==> config.mk <==
export PLATFORM = sky130hd
export DESIGN_NAME = ilca_top
export DESIGN_NICKNAME = d
export VERILOG_FILES = /design/src/design/ilca_pkg.sv /design/src/design/ilca_top.sv
export SDC_FILE = /design/constraint.sdc
export NUM_CORES = 1
export LEC_CHECK = 0
export BUFFER_PORTS_ARGS = -buffer_cell sky130_fd_sc_hd__buf_2
export CORE_ASPECT_RATIO = 0.75
export CORE_MARGIN = 3
export CORE_UTILIZATION = 45
export CTS_BUF_LIST = sky130_fd_sc_hd__clkbuf_4
export CTS_CLUSTER_SIZE = 40
export DETAILED_ROUTE_END_ITERATION = 12
export HOLD_SLACK_MARGIN = 0.05
export PLACE_DENSITY = 0.6
export SETUP_SLACK_MARGIN = 0.3
export SLEW_MARGIN = 0
export SYNTH_ARGS = -nofsm -noshare
export SYNTH_HDL_FRONTEND = slang
export SYNTH_SLANG_ARGS = --single-unit
==> constraint.sdc <==
create_clock -name clk -period 6.55 [get_ports clk]
set_clock_uncertainty 0.15 [all_clocks]
set_input_delay 0.655 -clock clk [delete_from_list [all_inputs] [get_ports clk]]
set_output_delay 0.655 -clock clk [all_outputs]
set_load 0.01 [all_outputs]
==> src/design/ilca_pkg.sv <==
package ilca_pkg;

  // ********************************************************
  // Widths and register map
  // ********************************************************
  localparam int DATA_W    = 16;
  localparam int ADDR_W    = 5;
  localparam int KEY_WORDS = 8;
  localparam int ALARM_W   = 13;

  localparam logic [ADDR_W-1:0] ADDR_CTRL    = 5'h00;
  localparam logic [ADDR_W-1:0] ADDR_SHUTOFF = 5'h01;
  localparam logic [ADDR_W-1:0] ADDR_MASK    = 5'h02;
  localparam logic [ADDR_W-1:0] ADDR_STATUS  = 5'h03;
  localparam logic [ADDR_W-1:0] ADDR_ERRMAP  = 5'h04;
  localparam logic [ADDR_W-1:0] ADDR_KEY0    = 5'h08;

  // ********************************************************
  // Control register fields
  // ********************************************************
  localparam int CTRL_TEST_EN   = 0;
  localparam int CTRL_WORD_PAR  = 1;
  localparam int CTRL_BLOCK_PAR = 2;
  localparam int CTRL_ODD_SENSE = 3;
  localparam int CTRL_SW_TX     = 4;
  localparam int CTRL_SYNC_LO   = 8;
  localparam int SYNC_SEL_W     = 5;
  localparam int SYNC_SEL_FRAME = 0;
  localparam int SYNC_SEL_SYNC  = 1;

  // Auto shut-off fields
  localparam int SHUT_CLOCK     = 0;
  localparam int SHUT_COLLISION = 1;

  // ********************************************************
  // Alarm status bit positions
  // ********************************************************
  localparam int ST_ZERO_PTR     = 0;
  localparam int ST_FIFO_ANY     = 1;
  localparam int ST_TWO_APART    = 2;
  localparam int ST_ONE_APART    = 3;
  localparam int ST_COLLISION    = 4;
  localparam int ST_SAMPLE_GONE  = 5;
  localparam int ST_STROBE_GONE  = 6;
  localparam int ST_PATTERN      = 7;
  localparam int ST_PLL          = 8;
  localparam int ST_RISE_PARITY  = 9;
  localparam int ST_FALL_PARITY  = 10;
  localparam int ST_BLOCK_PARITY = 11;
  localparam int ST_CLOCK_GONE   = 12;

  // ********************************************************
  // Reset values
  // ********************************************************
  localparam logic [DATA_W-1:0]  CTRL_RESET    = 16'h0010;
  localparam logic [DATA_W-1:0]  SHUTOFF_RESET = 16'h0000;
  localparam logic [ALARM_W-1:0] MASK_RESET    = 13'h1FFF;
  localparam logic [DATA_W-1:0]  KEY_RESET     = 16'h7A7A;

  // ********************************************************
  // Timing
  // ********************************************************
  localparam int CLK_MHZ        = 250;
  localparam int STROBE_LOSS_NS = 200;
  localparam int SAMPLE_LOSS_NS = 200;
  localparam int STROBE_LOSS_CYC = (STROBE_LOSS_NS * CLK_MHZ + 999) / 1000;
  localparam int SAMPLE_LOSS_CYC = (SAMPLE_LOSS_NS * CLK_MHZ + 999) / 1000;
  localparam int LOSS_CNT_W      = 8;

  // ********************************************************
  // Types
  // ********************************************************
  typedef struct packed {
    logic [DATA_W-1:0] dataLanes;
    logic              parityLane;
    logic              frameMarker;
    logic              syncMarker;
    logic              wordStrobe;
    logic              sampleClk;
  } ilca_pins_t;

  typedef enum logic [1:0] {
    CHK_IDLE = 2'b00,
    CHK_HUNT = 2'b01,
    CHK_RUN  = 2'b10
  } ilca_chk_state_t;

endpackage

==> src/design/ilca_top.sv <==
// Operation
// - Test enable forces analog outputs off regardless of gate pin or software enable.
// - Key is eight 16-bit words, each in its own writable register.
// - Selected marker rising edge starts frame; source presents key word zero there.
// - Only first marker edge aligns; later repetitions checked without markers.
// - Each mismatching data lane sets its bit in the 16-bit error map.
// - Any mismatch sets pattern alarm, status bit 7; only valid alarm in test.
// - Writing zero clears error map and alarm; persisting errors set again.
// - Word parity: ones of 16 lanes plus parity lane odd/even per sense.
// - Rising and falling edge words have separate parity alarm bits.
// - Frame marker rise at a rising strobe closes one block, opens next.
// - Frame level at following falling strobe gives expected block parity.
// - Block ones count disagreeing with expected parity sets block parity alarm.
// - Alarms show in status and masked on pin; sticky until software clears.
// - All-zero one-hot write pointer raises pointer-zero alarm.
// - Pointers within two, within one, equal raise own alarms plus combined alarm.
// - Sample clock lost, strobe lost, and combined clock-lost alarms.
// - PLL alarm raised whenever clock multiplier loses lock.
// - Enabled clock-lost and collision alarms shut outputs off, overriding enables.
// - Mask register chooses which alarms may drive the alarm pin.
// - Sync source select also picks the marker that resets FIFO write pointer.
module ilca_top
  import ilca_pkg::*;
#(
  parameter int FIFO_DEPTH = 8
) (
  // Clock and reset
  input  wire logic                  clk,
  input  wire logic                  srst,
  input  wire logic                  clkEn,
  // Register port
  input  wire logic [ADDR_W-1:0]     regAddr,
  input  wire logic [DATA_W-1:0]     regWrData,
  input  wire logic                  regWrStrobe,
  input  wire logic                  regRdStrobe,
  output logic      [DATA_W-1:0]     regRdData,
  // Link pins
  input  ilca_pins_t                 linkPins,
  // Device monitors
  input  wire logic [FIFO_DEPTH-1:0] fifoWrPtr,
  input  wire logic [FIFO_DEPTH-1:0] fifoRdPtr,
  input  wire logic                  pllLocked,
  input  wire logic                  txGatePin,
  // Results
  output logic                       alarmPin,
  output logic                       outputsEnable,
  output logic                       fifoSyncPulse
);

  localparam int IDX_W = $clog2(FIFO_DEPTH);
  localparam logic [IDX_W-1:0] ONE_APART = IDX_W'(1);
  localparam logic [IDX_W-1:0] TWO_APART = IDX_W'(2);

  // ********************************************************
  // Functions
  // ********************************************************
  function automatic logic [IDX_W-1:0] ptrIdx(input logic [FIFO_DEPTH-1:0] ptr);
    logic [IDX_W-1:0] idx;
    idx = '0;
    for (int i = 0; i < FIFO_DEPTH; i++) begin
      if (ptr[i]) begin
        idx = IDX_W'(i);
      end
    end
    return idx;
  endfunction

  function automatic logic withinDist(input logic [IDX_W-1:0] d,
                                      input logic [IDX_W-1:0] lim);
    logic [IDX_W-1:0] negD;
    negD = IDX_W'(-d);
    return (d <= lim) || (negD <= lim);
  endfunction

  // ********************************************************
  // Synchronisers
  // ********************************************************
  ilca_pins_t                  pinsS1;
  ilca_pins_t                  pinsS2;
  ilca_pins_t                  pinsS3;
  logic [FIFO_DEPTH-1:0]       wrPtrS1;
  logic [FIFO_DEPTH-1:0]       wrPtrS2;
  logic [FIFO_DEPTH-1:0]       rdPtrS1;
  logic [FIFO_DEPTH-1:0]       rdPtrS2;
  logic [1:0]                  pllS;
  logic [1:0]                  gateS;

  // Pointers are assumed quasi-static when sampled; a skewed one-hot word
  // can raise a spurious near-collision alarm for one cycle.
  always_ff @(posedge clk) begin
    if (srst) begin
      pinsS1  <= '0;
      pinsS2  <= '0;
      pinsS3  <= '0;
      wrPtrS1 <= '0;
      wrPtrS2 <= '0;
      rdPtrS1 <= '0;
      rdPtrS2 <= '0;
      pllS    <= 2'h0;
      gateS   <= 2'h0;
    end else if (clkEn) begin
      pinsS1  <= linkPins;
      pinsS2  <= pinsS1;
      pinsS3  <= pinsS2;
      wrPtrS1 <= fifoWrPtr;
      wrPtrS2 <= wrPtrS1;
      rdPtrS1 <= fifoRdPtr;
      rdPtrS2 <= rdPtrS1;
      pllS    <= {pllS[0], pllLocked};
      gateS   <= {gateS[0], txGatePin};
    end
  end

  // ********************************************************
  // State
  // ********************************************************
  logic [DATA_W-1:0]     ctrl_reg,       ctrl_next;
  logic [DATA_W-1:0]     shutoff_reg,    shutoff_next;
  logic [ALARM_W-1:0]    mask_reg,       mask_next;
  logic [ALARM_W-1:0]    status_reg,     status_next;
  logic [DATA_W-1:0]     errMap_reg,     errMap_next;
  logic [DATA_W-1:0]     key_reg         [KEY_WORDS];
  logic [DATA_W-1:0]     key_next        [KEY_WORDS];
  logic [DATA_W-1:0]     rdData_reg,     rdData_next;
  ilca_chk_state_t       chk_reg,        chk_next;
  logic [2:0]            keyIdx_reg,     keyIdx_next;
  logic                  markerPrev_reg, markerPrev_next;
  logic                  frameRise_reg,  frameRise_next;
  logic                  blockAcc_reg,   blockAcc_next;
  logic                  blockPend_reg,  blockPend_next;
  logic                  blockOpen_reg,  blockOpen_next;
  logic                  awaitFall_reg,  awaitFall_next;
  logic [LOSS_CNT_W-1:0] strobeCnt_reg,  strobeCnt_next;
  logic [LOSS_CNT_W-1:0] sampleCnt_reg,  sampleCnt_next;
  logic                  alarm_reg,      alarm_next;
  logic                  outEn_reg,      outEn_next;
  logic                  syncPulse_reg,  syncPulse_next;

  // ********************************************************
  // Next-state logic
  // ********************************************************
  logic                   strobeRise;
  logic                   strobeFall;
  logic                   strobeEdge;
  logic [DATA_W-1:0]      word;
  logic [SYNC_SEL_W-1:0]  syncSel;
  logic                   markerNow;
  logic                   markerRise;
  logic                   frameBoundary;
  logic                   wordOnes;
  logic [DATA_W-1:0]      errSet;
  logic [ALARM_W-1:0]     alarmSet;
  logic [IDX_W-1:0]       ptrDist;
  logic                   autoShut;

  always_comb begin
    strobeRise    = pinsS2.wordStrobe & ~pinsS3.wordStrobe;
    strobeFall    = ~pinsS2.wordStrobe & pinsS3.wordStrobe;
    strobeEdge    = strobeRise | strobeFall;
    word          = pinsS2.dataLanes;
    wordOnes      = ^word;
    syncSel       = ctrl_reg[CTRL_SYNC_LO +: SYNC_SEL_W];
    markerNow     = (syncSel[SYNC_SEL_FRAME] & pinsS2.frameMarker)
                  | (syncSel[SYNC_SEL_SYNC] & pinsS2.syncMarker);
    markerRise    = strobeEdge & markerNow & ~markerPrev_reg;
    frameBoundary = strobeRise & pinsS2.frameMarker & ~frameRise_reg;
    errSet        = '0;
    alarmSet      = '0;

    ctrl_next       = ctrl_reg;
    shutoff_next    = shutoff_reg;
    mask_next       = mask_reg;
    key_next        = key_reg;
    chk_next        = chk_reg;
    keyIdx_next     = keyIdx_reg;
    markerPrev_next = strobeEdge ? markerNow : markerPrev_reg;
    frameRise_next  = strobeRise ? pinsS2.frameMarker : frameRise_reg;
    blockAcc_next   = blockAcc_reg;
    blockPend_next  = blockPend_reg;
    blockOpen_next  = blockOpen_reg;
    awaitFall_next  = awaitFall_reg;
    syncPulse_next  = markerRise;

    // Pattern checker
    case (chk_reg)
      CHK_IDLE: begin
        if (ctrl_reg[CTRL_TEST_EN]) begin
          chk_next = CHK_HUNT;
        end
      end
      CHK_HUNT: begin
        if (!ctrl_reg[CTRL_TEST_EN]) begin
          chk_next = CHK_IDLE;
        end else if (markerRise) begin
          errSet      = word ^ key_reg[0];
          keyIdx_next = 3'h1;
          chk_next    = CHK_RUN;
        end
      end
      CHK_RUN: begin
        if (!ctrl_reg[CTRL_TEST_EN]) begin
          chk_next = CHK_IDLE;
        end else if (strobeEdge) begin
          // Later markers are ignored; the index simply wraps
          errSet      = word ^ key_reg[keyIdx_reg];
          keyIdx_next = keyIdx_reg + 3'h1;
        end
      end
      default: begin
        chk_next = CHK_IDLE;
      end
    endcase
    alarmSet[ST_PATTERN] = |errSet;

    // Word parity, checked per edge
    if (ctrl_reg[CTRL_WORD_PAR] && strobeEdge) begin
      if ((wordOnes ^ pinsS2.parityLane) != ctrl_reg[CTRL_ODD_SENSE]) begin
        alarmSet[ST_RISE_PARITY] = strobeRise;
        alarmSet[ST_FALL_PARITY] = strobeFall;
      end
    end

    // Block parity
    if (!ctrl_reg[CTRL_BLOCK_PAR]) begin
      blockOpen_next = 1'b0;
      awaitFall_next = 1'b0;
    end else begin
      if (strobeRise) begin
        if (frameBoundary) begin
          blockPend_next = blockAcc_reg;
          awaitFall_next = blockOpen_reg;
          blockOpen_next = 1'b1;
          blockAcc_next  = wordOnes;
        end else begin
          blockAcc_next  = blockAcc_reg ^ wordOnes;
        end
      end
      if (strobeFall) begin
        blockAcc_next = blockAcc_reg ^ wordOnes;
        if (awaitFall_reg) begin
          awaitFall_next = 1'b0;
          alarmSet[ST_BLOCK_PARITY] = blockPend_reg != pinsS2.frameMarker;
        end
      end
    end

    // Clock-loss watchdogs saturate at their timeout
    strobeCnt_next = (pinsS2.wordStrobe != pinsS3.wordStrobe) ? '0 :
                     (strobeCnt_reg == LOSS_CNT_W'(STROBE_LOSS_CYC)) ? strobeCnt_reg :
                     strobeCnt_reg + 1'b1;
    sampleCnt_next = (pinsS2.sampleClk != pinsS3.sampleClk) ? '0 :
                     (sampleCnt_reg == LOSS_CNT_W'(SAMPLE_LOSS_CYC)) ? sampleCnt_reg :
                     sampleCnt_reg + 1'b1;
    alarmSet[ST_STROBE_GONE] = strobeCnt_reg == LOSS_CNT_W'(STROBE_LOSS_CYC);
    alarmSet[ST_SAMPLE_GONE] = sampleCnt_reg == LOSS_CNT_W'(SAMPLE_LOSS_CYC);
    alarmSet[ST_CLOCK_GONE]  = alarmSet[ST_STROBE_GONE] | alarmSet[ST_SAMPLE_GONE];

    // FIFO pointer monitors
    ptrDist = ptrIdx(wrPtrS2) - ptrIdx(rdPtrS2);
    alarmSet[ST_ZERO_PTR]  = wrPtrS2 == '0;
    alarmSet[ST_COLLISION] = (wrPtrS2 != '0) && (ptrDist == '0);
    alarmSet[ST_ONE_APART] = (wrPtrS2 != '0) && withinDist(ptrDist, ONE_APART);
    alarmSet[ST_TWO_APART] = (wrPtrS2 != '0) && withinDist(ptrDist, TWO_APART);
    alarmSet[ST_FIFO_ANY]  = alarmSet[ST_COLLISION] | alarmSet[ST_ONE_APART]
                           | alarmSet[ST_TWO_APART];
    alarmSet[ST_PLL]       = ~pllS[1];

    // Register writes; a set in the clearing cycle wins
    status_next = status_reg;
    errMap_next = errMap_reg;
    if (regWrStrobe) begin
      case (regAddr)
        ADDR_CTRL:    ctrl_next    = regWrData;
        ADDR_SHUTOFF: shutoff_next = regWrData;
        ADDR_MASK:    mask_next    = regWrData[ALARM_W-1:0];
        ADDR_STATUS:  status_next  = status_reg & regWrData[ALARM_W-1:0];
        ADDR_ERRMAP:  errMap_next  = errMap_reg & regWrData;
        default: ;
      endcase
      for (int k = 0; k < KEY_WORDS; k++) begin
        if (regAddr == ADDR_KEY0 + ADDR_W'(k)) begin
          key_next[k] = regWrData;
        end
      end
    end
    status_next = status_next | alarmSet;
    errMap_next = errMap_next | errSet;

    // Register reads
    rdData_next = '0;
    if (regRdStrobe) begin
      case (regAddr)
        ADDR_CTRL:    rdData_next = ctrl_reg;
        ADDR_SHUTOFF: rdData_next = shutoff_reg;
        ADDR_MASK:    rdData_next = DATA_W'(mask_reg);
        ADDR_STATUS:  rdData_next = DATA_W'(status_reg);
        ADDR_ERRMAP:  rdData_next = errMap_reg;
        default:      rdData_next = '0;
      endcase
      if (regAddr >= ADDR_KEY0 && regAddr < ADDR_KEY0 + ADDR_W'(KEY_WORDS)) begin
        rdData_next = key_reg[regAddr[2:0]];
      end
    end

    // Output control from sticky status, so shut-off holds until cleared
    autoShut = (shutoff_next[SHUT_CLOCK] & status_next[ST_CLOCK_GONE])
             | (shutoff_next[SHUT_COLLISION] & status_next[ST_COLLISION]);
    outEn_next = gateS[1] & ctrl_next[CTRL_SW_TX] & ~ctrl_next[CTRL_TEST_EN]
               & ~autoShut;
    alarm_next = |(status_next & ~mask_next);
  end

  // ********************************************************
  // Registers
  // ********************************************************
  always_ff @(posedge clk) begin
    if (srst) begin
      ctrl_reg       <= CTRL_RESET;
      shutoff_reg    <= SHUTOFF_RESET;
      mask_reg       <= MASK_RESET;
      status_reg     <= '0;
      errMap_reg     <= '0;
      for (int k = 0; k < KEY_WORDS; k++) begin
        key_reg[k] <= KEY_RESET;
      end
      rdData_reg     <= '0;
      chk_reg        <= CHK_IDLE;
      keyIdx_reg     <= 3'h0;
      markerPrev_reg <= 1'b0;
      frameRise_reg  <= 1'b0;
      blockAcc_reg   <= 1'b0;
      blockPend_reg  <= 1'b0;
      blockOpen_reg  <= 1'b0;
      awaitFall_reg  <= 1'b0;
      strobeCnt_reg  <= '0;
      sampleCnt_reg  <= '0;
      alarm_reg      <= 1'b0;
      outEn_reg      <= 1'b0;
      syncPulse_reg  <= 1'b0;
    end else if (clkEn) begin
      ctrl_reg       <= ctrl_next;
      shutoff_reg    <= shutoff_next;
      mask_reg       <= mask_next;
      status_reg     <= status_next;
      errMap_reg     <= errMap_next;
      key_reg        <= key_next;
      rdData_reg     <= rdData_next;
      chk_reg        <= chk_next;
      keyIdx_reg     <= keyIdx_next;
      markerPrev_reg <= markerPrev_next;
      frameRise_reg  <= frameRise_next;
      blockAcc_reg   <= blockAcc_next;
      blockPend_reg  <= blockPend_next;
      blockOpen_reg  <= blockOpen_next;
      awaitFall_reg  <= awaitFall_next;
      strobeCnt_reg  <= strobeCnt_next;
      sampleCnt_reg  <= sampleCnt_next;
      alarm_reg      <= alarm_next;
      outEn_reg      <= outEn_next;
      syncPulse_reg  <= syncPulse_next;
    end
  end

  assign regRdData     = rdData_reg;
  assign alarmPin      = alarm_reg;
  assign outputsEnable = outEn_reg;
  assign fifoSyncPulse = syncPulse_reg;

endmodule

==> flow_summary.json <==
{
  "fin_ws_ns": 2.52,
  "synth_cell_types": 63,
  "core_um2": 34100,
  "arrival_ns": 4.54,
  "preCtsSetupSlack_ns": 2.39,
  "fin_crit_sh_pct": 61.6,
  "tritoncts": "yes",
  "drv_cap": 0,
  "wl_per_cell_um": 20.9,
  "die_area_um2": 37400,
  "dr.pass1.iters": 6,
  "final_area_um2": 17800,
  "finalSetupViolCount": 0,
  "total_power_uw": 4210,
  "areaGrowthSynthToFinish_pct": 12.8,
  "num_rows": 58,
  "grt_setup_unrepaired": "false",
  "hpwlAfterDp_um": 30800,
  "grt_use_total_pct": 24.7,
  "leakagePower_uw": 0.00678,
  "grt_pass1_vias": 12519,
  "cts.clk_slew.worst_paths_ns": 0.07,
  "status": "completed",
  "ioPinCount": 84,
  "tightest_slew_ns": 1.17,
  "vias_per_cell": 5.80,
  "hp-class": "in2reg",
  "max_freq_mhz": 248,
  "drtIter0Drc": 1210,
  "cts_root_buf": "clkbuf_4",
  "nets": 1817,
  "endpoint_kind": "flip-flop",
  "htree_levels": 3,
  "critPathKind": "reg2reg",
  "setup.worst_path.start_class": "flip-flop",
  "grt_max_degree": 90,
  "synth_top_area_share_pct": 41.3,
  "start_util_pct": 46.3,
  "final-hold-violation-count": 0,
  "finalMaxSlewViolations": 0,
  "post_cts_buffers": 0,
  "critPathMaxFanout": 4,
  "numCtsBuffers": 82,
  "crit_required_ns": 7.06,
  "place_congestion": 0.866,
  "die_x_um": 222,
  "relSlewSlack_pct": 21.3,
  "via_count": 12953,
  "ys.warnings.count": 0,
  "wirelength_um": 46700,
  "synth_top_area_cell": "dfxtp_1",
  "ys_async_sr_fraction_pct": 0,
  "powerDensity_nw_per_um2": 236,
  "syn_avg_cell_area_um2": 9.64,
  "grt.overflow.total": 0,
  "clock_sinks": 326,
  "ctsResizeCount": 0,
  "die_h_um": 168,
  "syn_nets": 1722,
  "cts.path.max_buffers": 3,
  "synth_area_um2": 15800,
  "syn_inst": 1640,
  "postRouteAntennaNets": 0,
  "antenna_found_initial": 3,
  "timing.setup.tns_ns": 0,
  "grt_pass1_wl_um": 72600,
  "yosysSeqAreaShare_pct": 41.3,
  "yosysMostFrequentCell": "dfxtp_1",
  "port_buffers": 82,
  "yosys-top-cells-count": "326 x dfxtp_1, 245 x mux2i_1, 221 x nor2_1, 189 x nand2_1, 99 x clkbuf_1",
  "synth_edf_count": 0,
  "route.detailed.drc": 0,
  "ys_ff_latch": 326,
  "peakVddDrop_v": 0.000137,
  "clock_latency_ns": 0.79,
  "placedInstanceArea_um2": 16400,
  "cts_hold_buf": 41,
  "largest_reg_flops": 128,
  "period_minus_slack_ns": 4.03,
  "synth_area_leaders": "dfxtp_1 41%, mux2i_1 16%, mux4_2 9.1%, nor2_1 5.2%, nand2_1 4.5%",
  "synthFlopType": "dfxtp_1",
  "drive_gt1_share_pct": 18.6
}
-- area by class of cell --
class,count,area (µm²)
clock buffers,108,811
diodes,4,10.0
multi-input cells,1164,8720
repair buffers,141,968
well taps,450,563
inverters,20,75.1
fillers,3147,16300
clock inverters,19,156
flip-flops and latches,326,6530
-- kinds of logic after synthesis --
| kind of cell | count (synthesis) | share of synthesized area, % |
|---|---|---|
| AND/OR/NAND/NOR | 529 | 14.6 |
| multiplexers | 337 | 26.6 |
| flip-flops | 326 | 41.3 |
| AO/OA/AOI/OAI | 250 | 10.4 |
| buffers and inverters | 150 | 3.82 |
| XOR/XNOR | 31 | 1.89 |
| adder cells (fa/ha/maj) | 17 | 1.39 |
-- cells in the final DEF (no fill, tap or decap), drive strengths merged, types with 16 or more instances in the layout --
cell type,n
dfxtp,326
mux2i,245
nor2,221
nand2,190
clkbuf,108
buf,100
a21oi,76
mux4,64
o21ai,61
nand3,48
dlygate4sd3,41
mux2,28
inv,22
a22oi,20
xnor2,19
o221ai,16
ha,16
-- critical path: stages, from the launching register on --
cell and delay, ns:
dfxtp_1 0.38, inv_1 0.05, a21oi_1 0.17, nor2_1 0.06, nor2_1 0.08, nor2_1 0.04, nor2_1 0.17, ha_1 0.18
inv_1 0.05, fa_1 0.62, inv_1 0.10, ha_1 0.19, a21oi_1 0.17, and4b_1 0.22, or4_1 0.51, a2111o_1 0.37
nor4_1 0.29, a31oi_1 0.11
-- worst paths after layout --
kind / start / endpoint / slack (ns) / depth (start not counted)
min reg2reg: shutoff_reg[11]$_SDFFE_PP0P_ / shutoff_reg[11]$_SDFFE_PP0P_ / 0.31 / 2
min: regWrData[13] / key_reg[61]$_SDFFE_PP1P_ / 0.12 / 3
max reg2reg: wrPtrS2[2]$_SDFFE_PP0P_ / alarmPin$_SDFFE_PP0P_ / 2.52 / 17
max: wrPtrS2[2]$_SDFFE_PP0P_ / alarmPin$_SDFFE_PP0P_ / 2.52 / 17
-- per-stage QoR --
step                      std cells  hold slack (ns)  utilization [%]
after CTS                      2228           0.0657             52.3
final                          2232            0.125             52.3
after detailed placement       2060            0.300             48.2
after global routing           2231           0.0649             52.3
after global placement         2060            0.293             48.2
after floorplan                1640            0.286                -
-- metal layers --
layer	share of wire (%)	vias to the layer above	global-route usage, %
met5	0	-	0
met4	2.0	0	7.27
met3	9.0	89	7.32
met2	43	488	36.3
met1	46	6256	35.2
li1	-	6120	-
-- power breakdown --
group          internal [µW]  switching (µW)  leakage (µW)
Clock                    876             843      0.000581
Sequential              2020            38.9       0.00265
Combinational            176             250       0.00356
Total                   3080            1130       0.00678
Note: power is estimated with default switching activity, not from simulation.
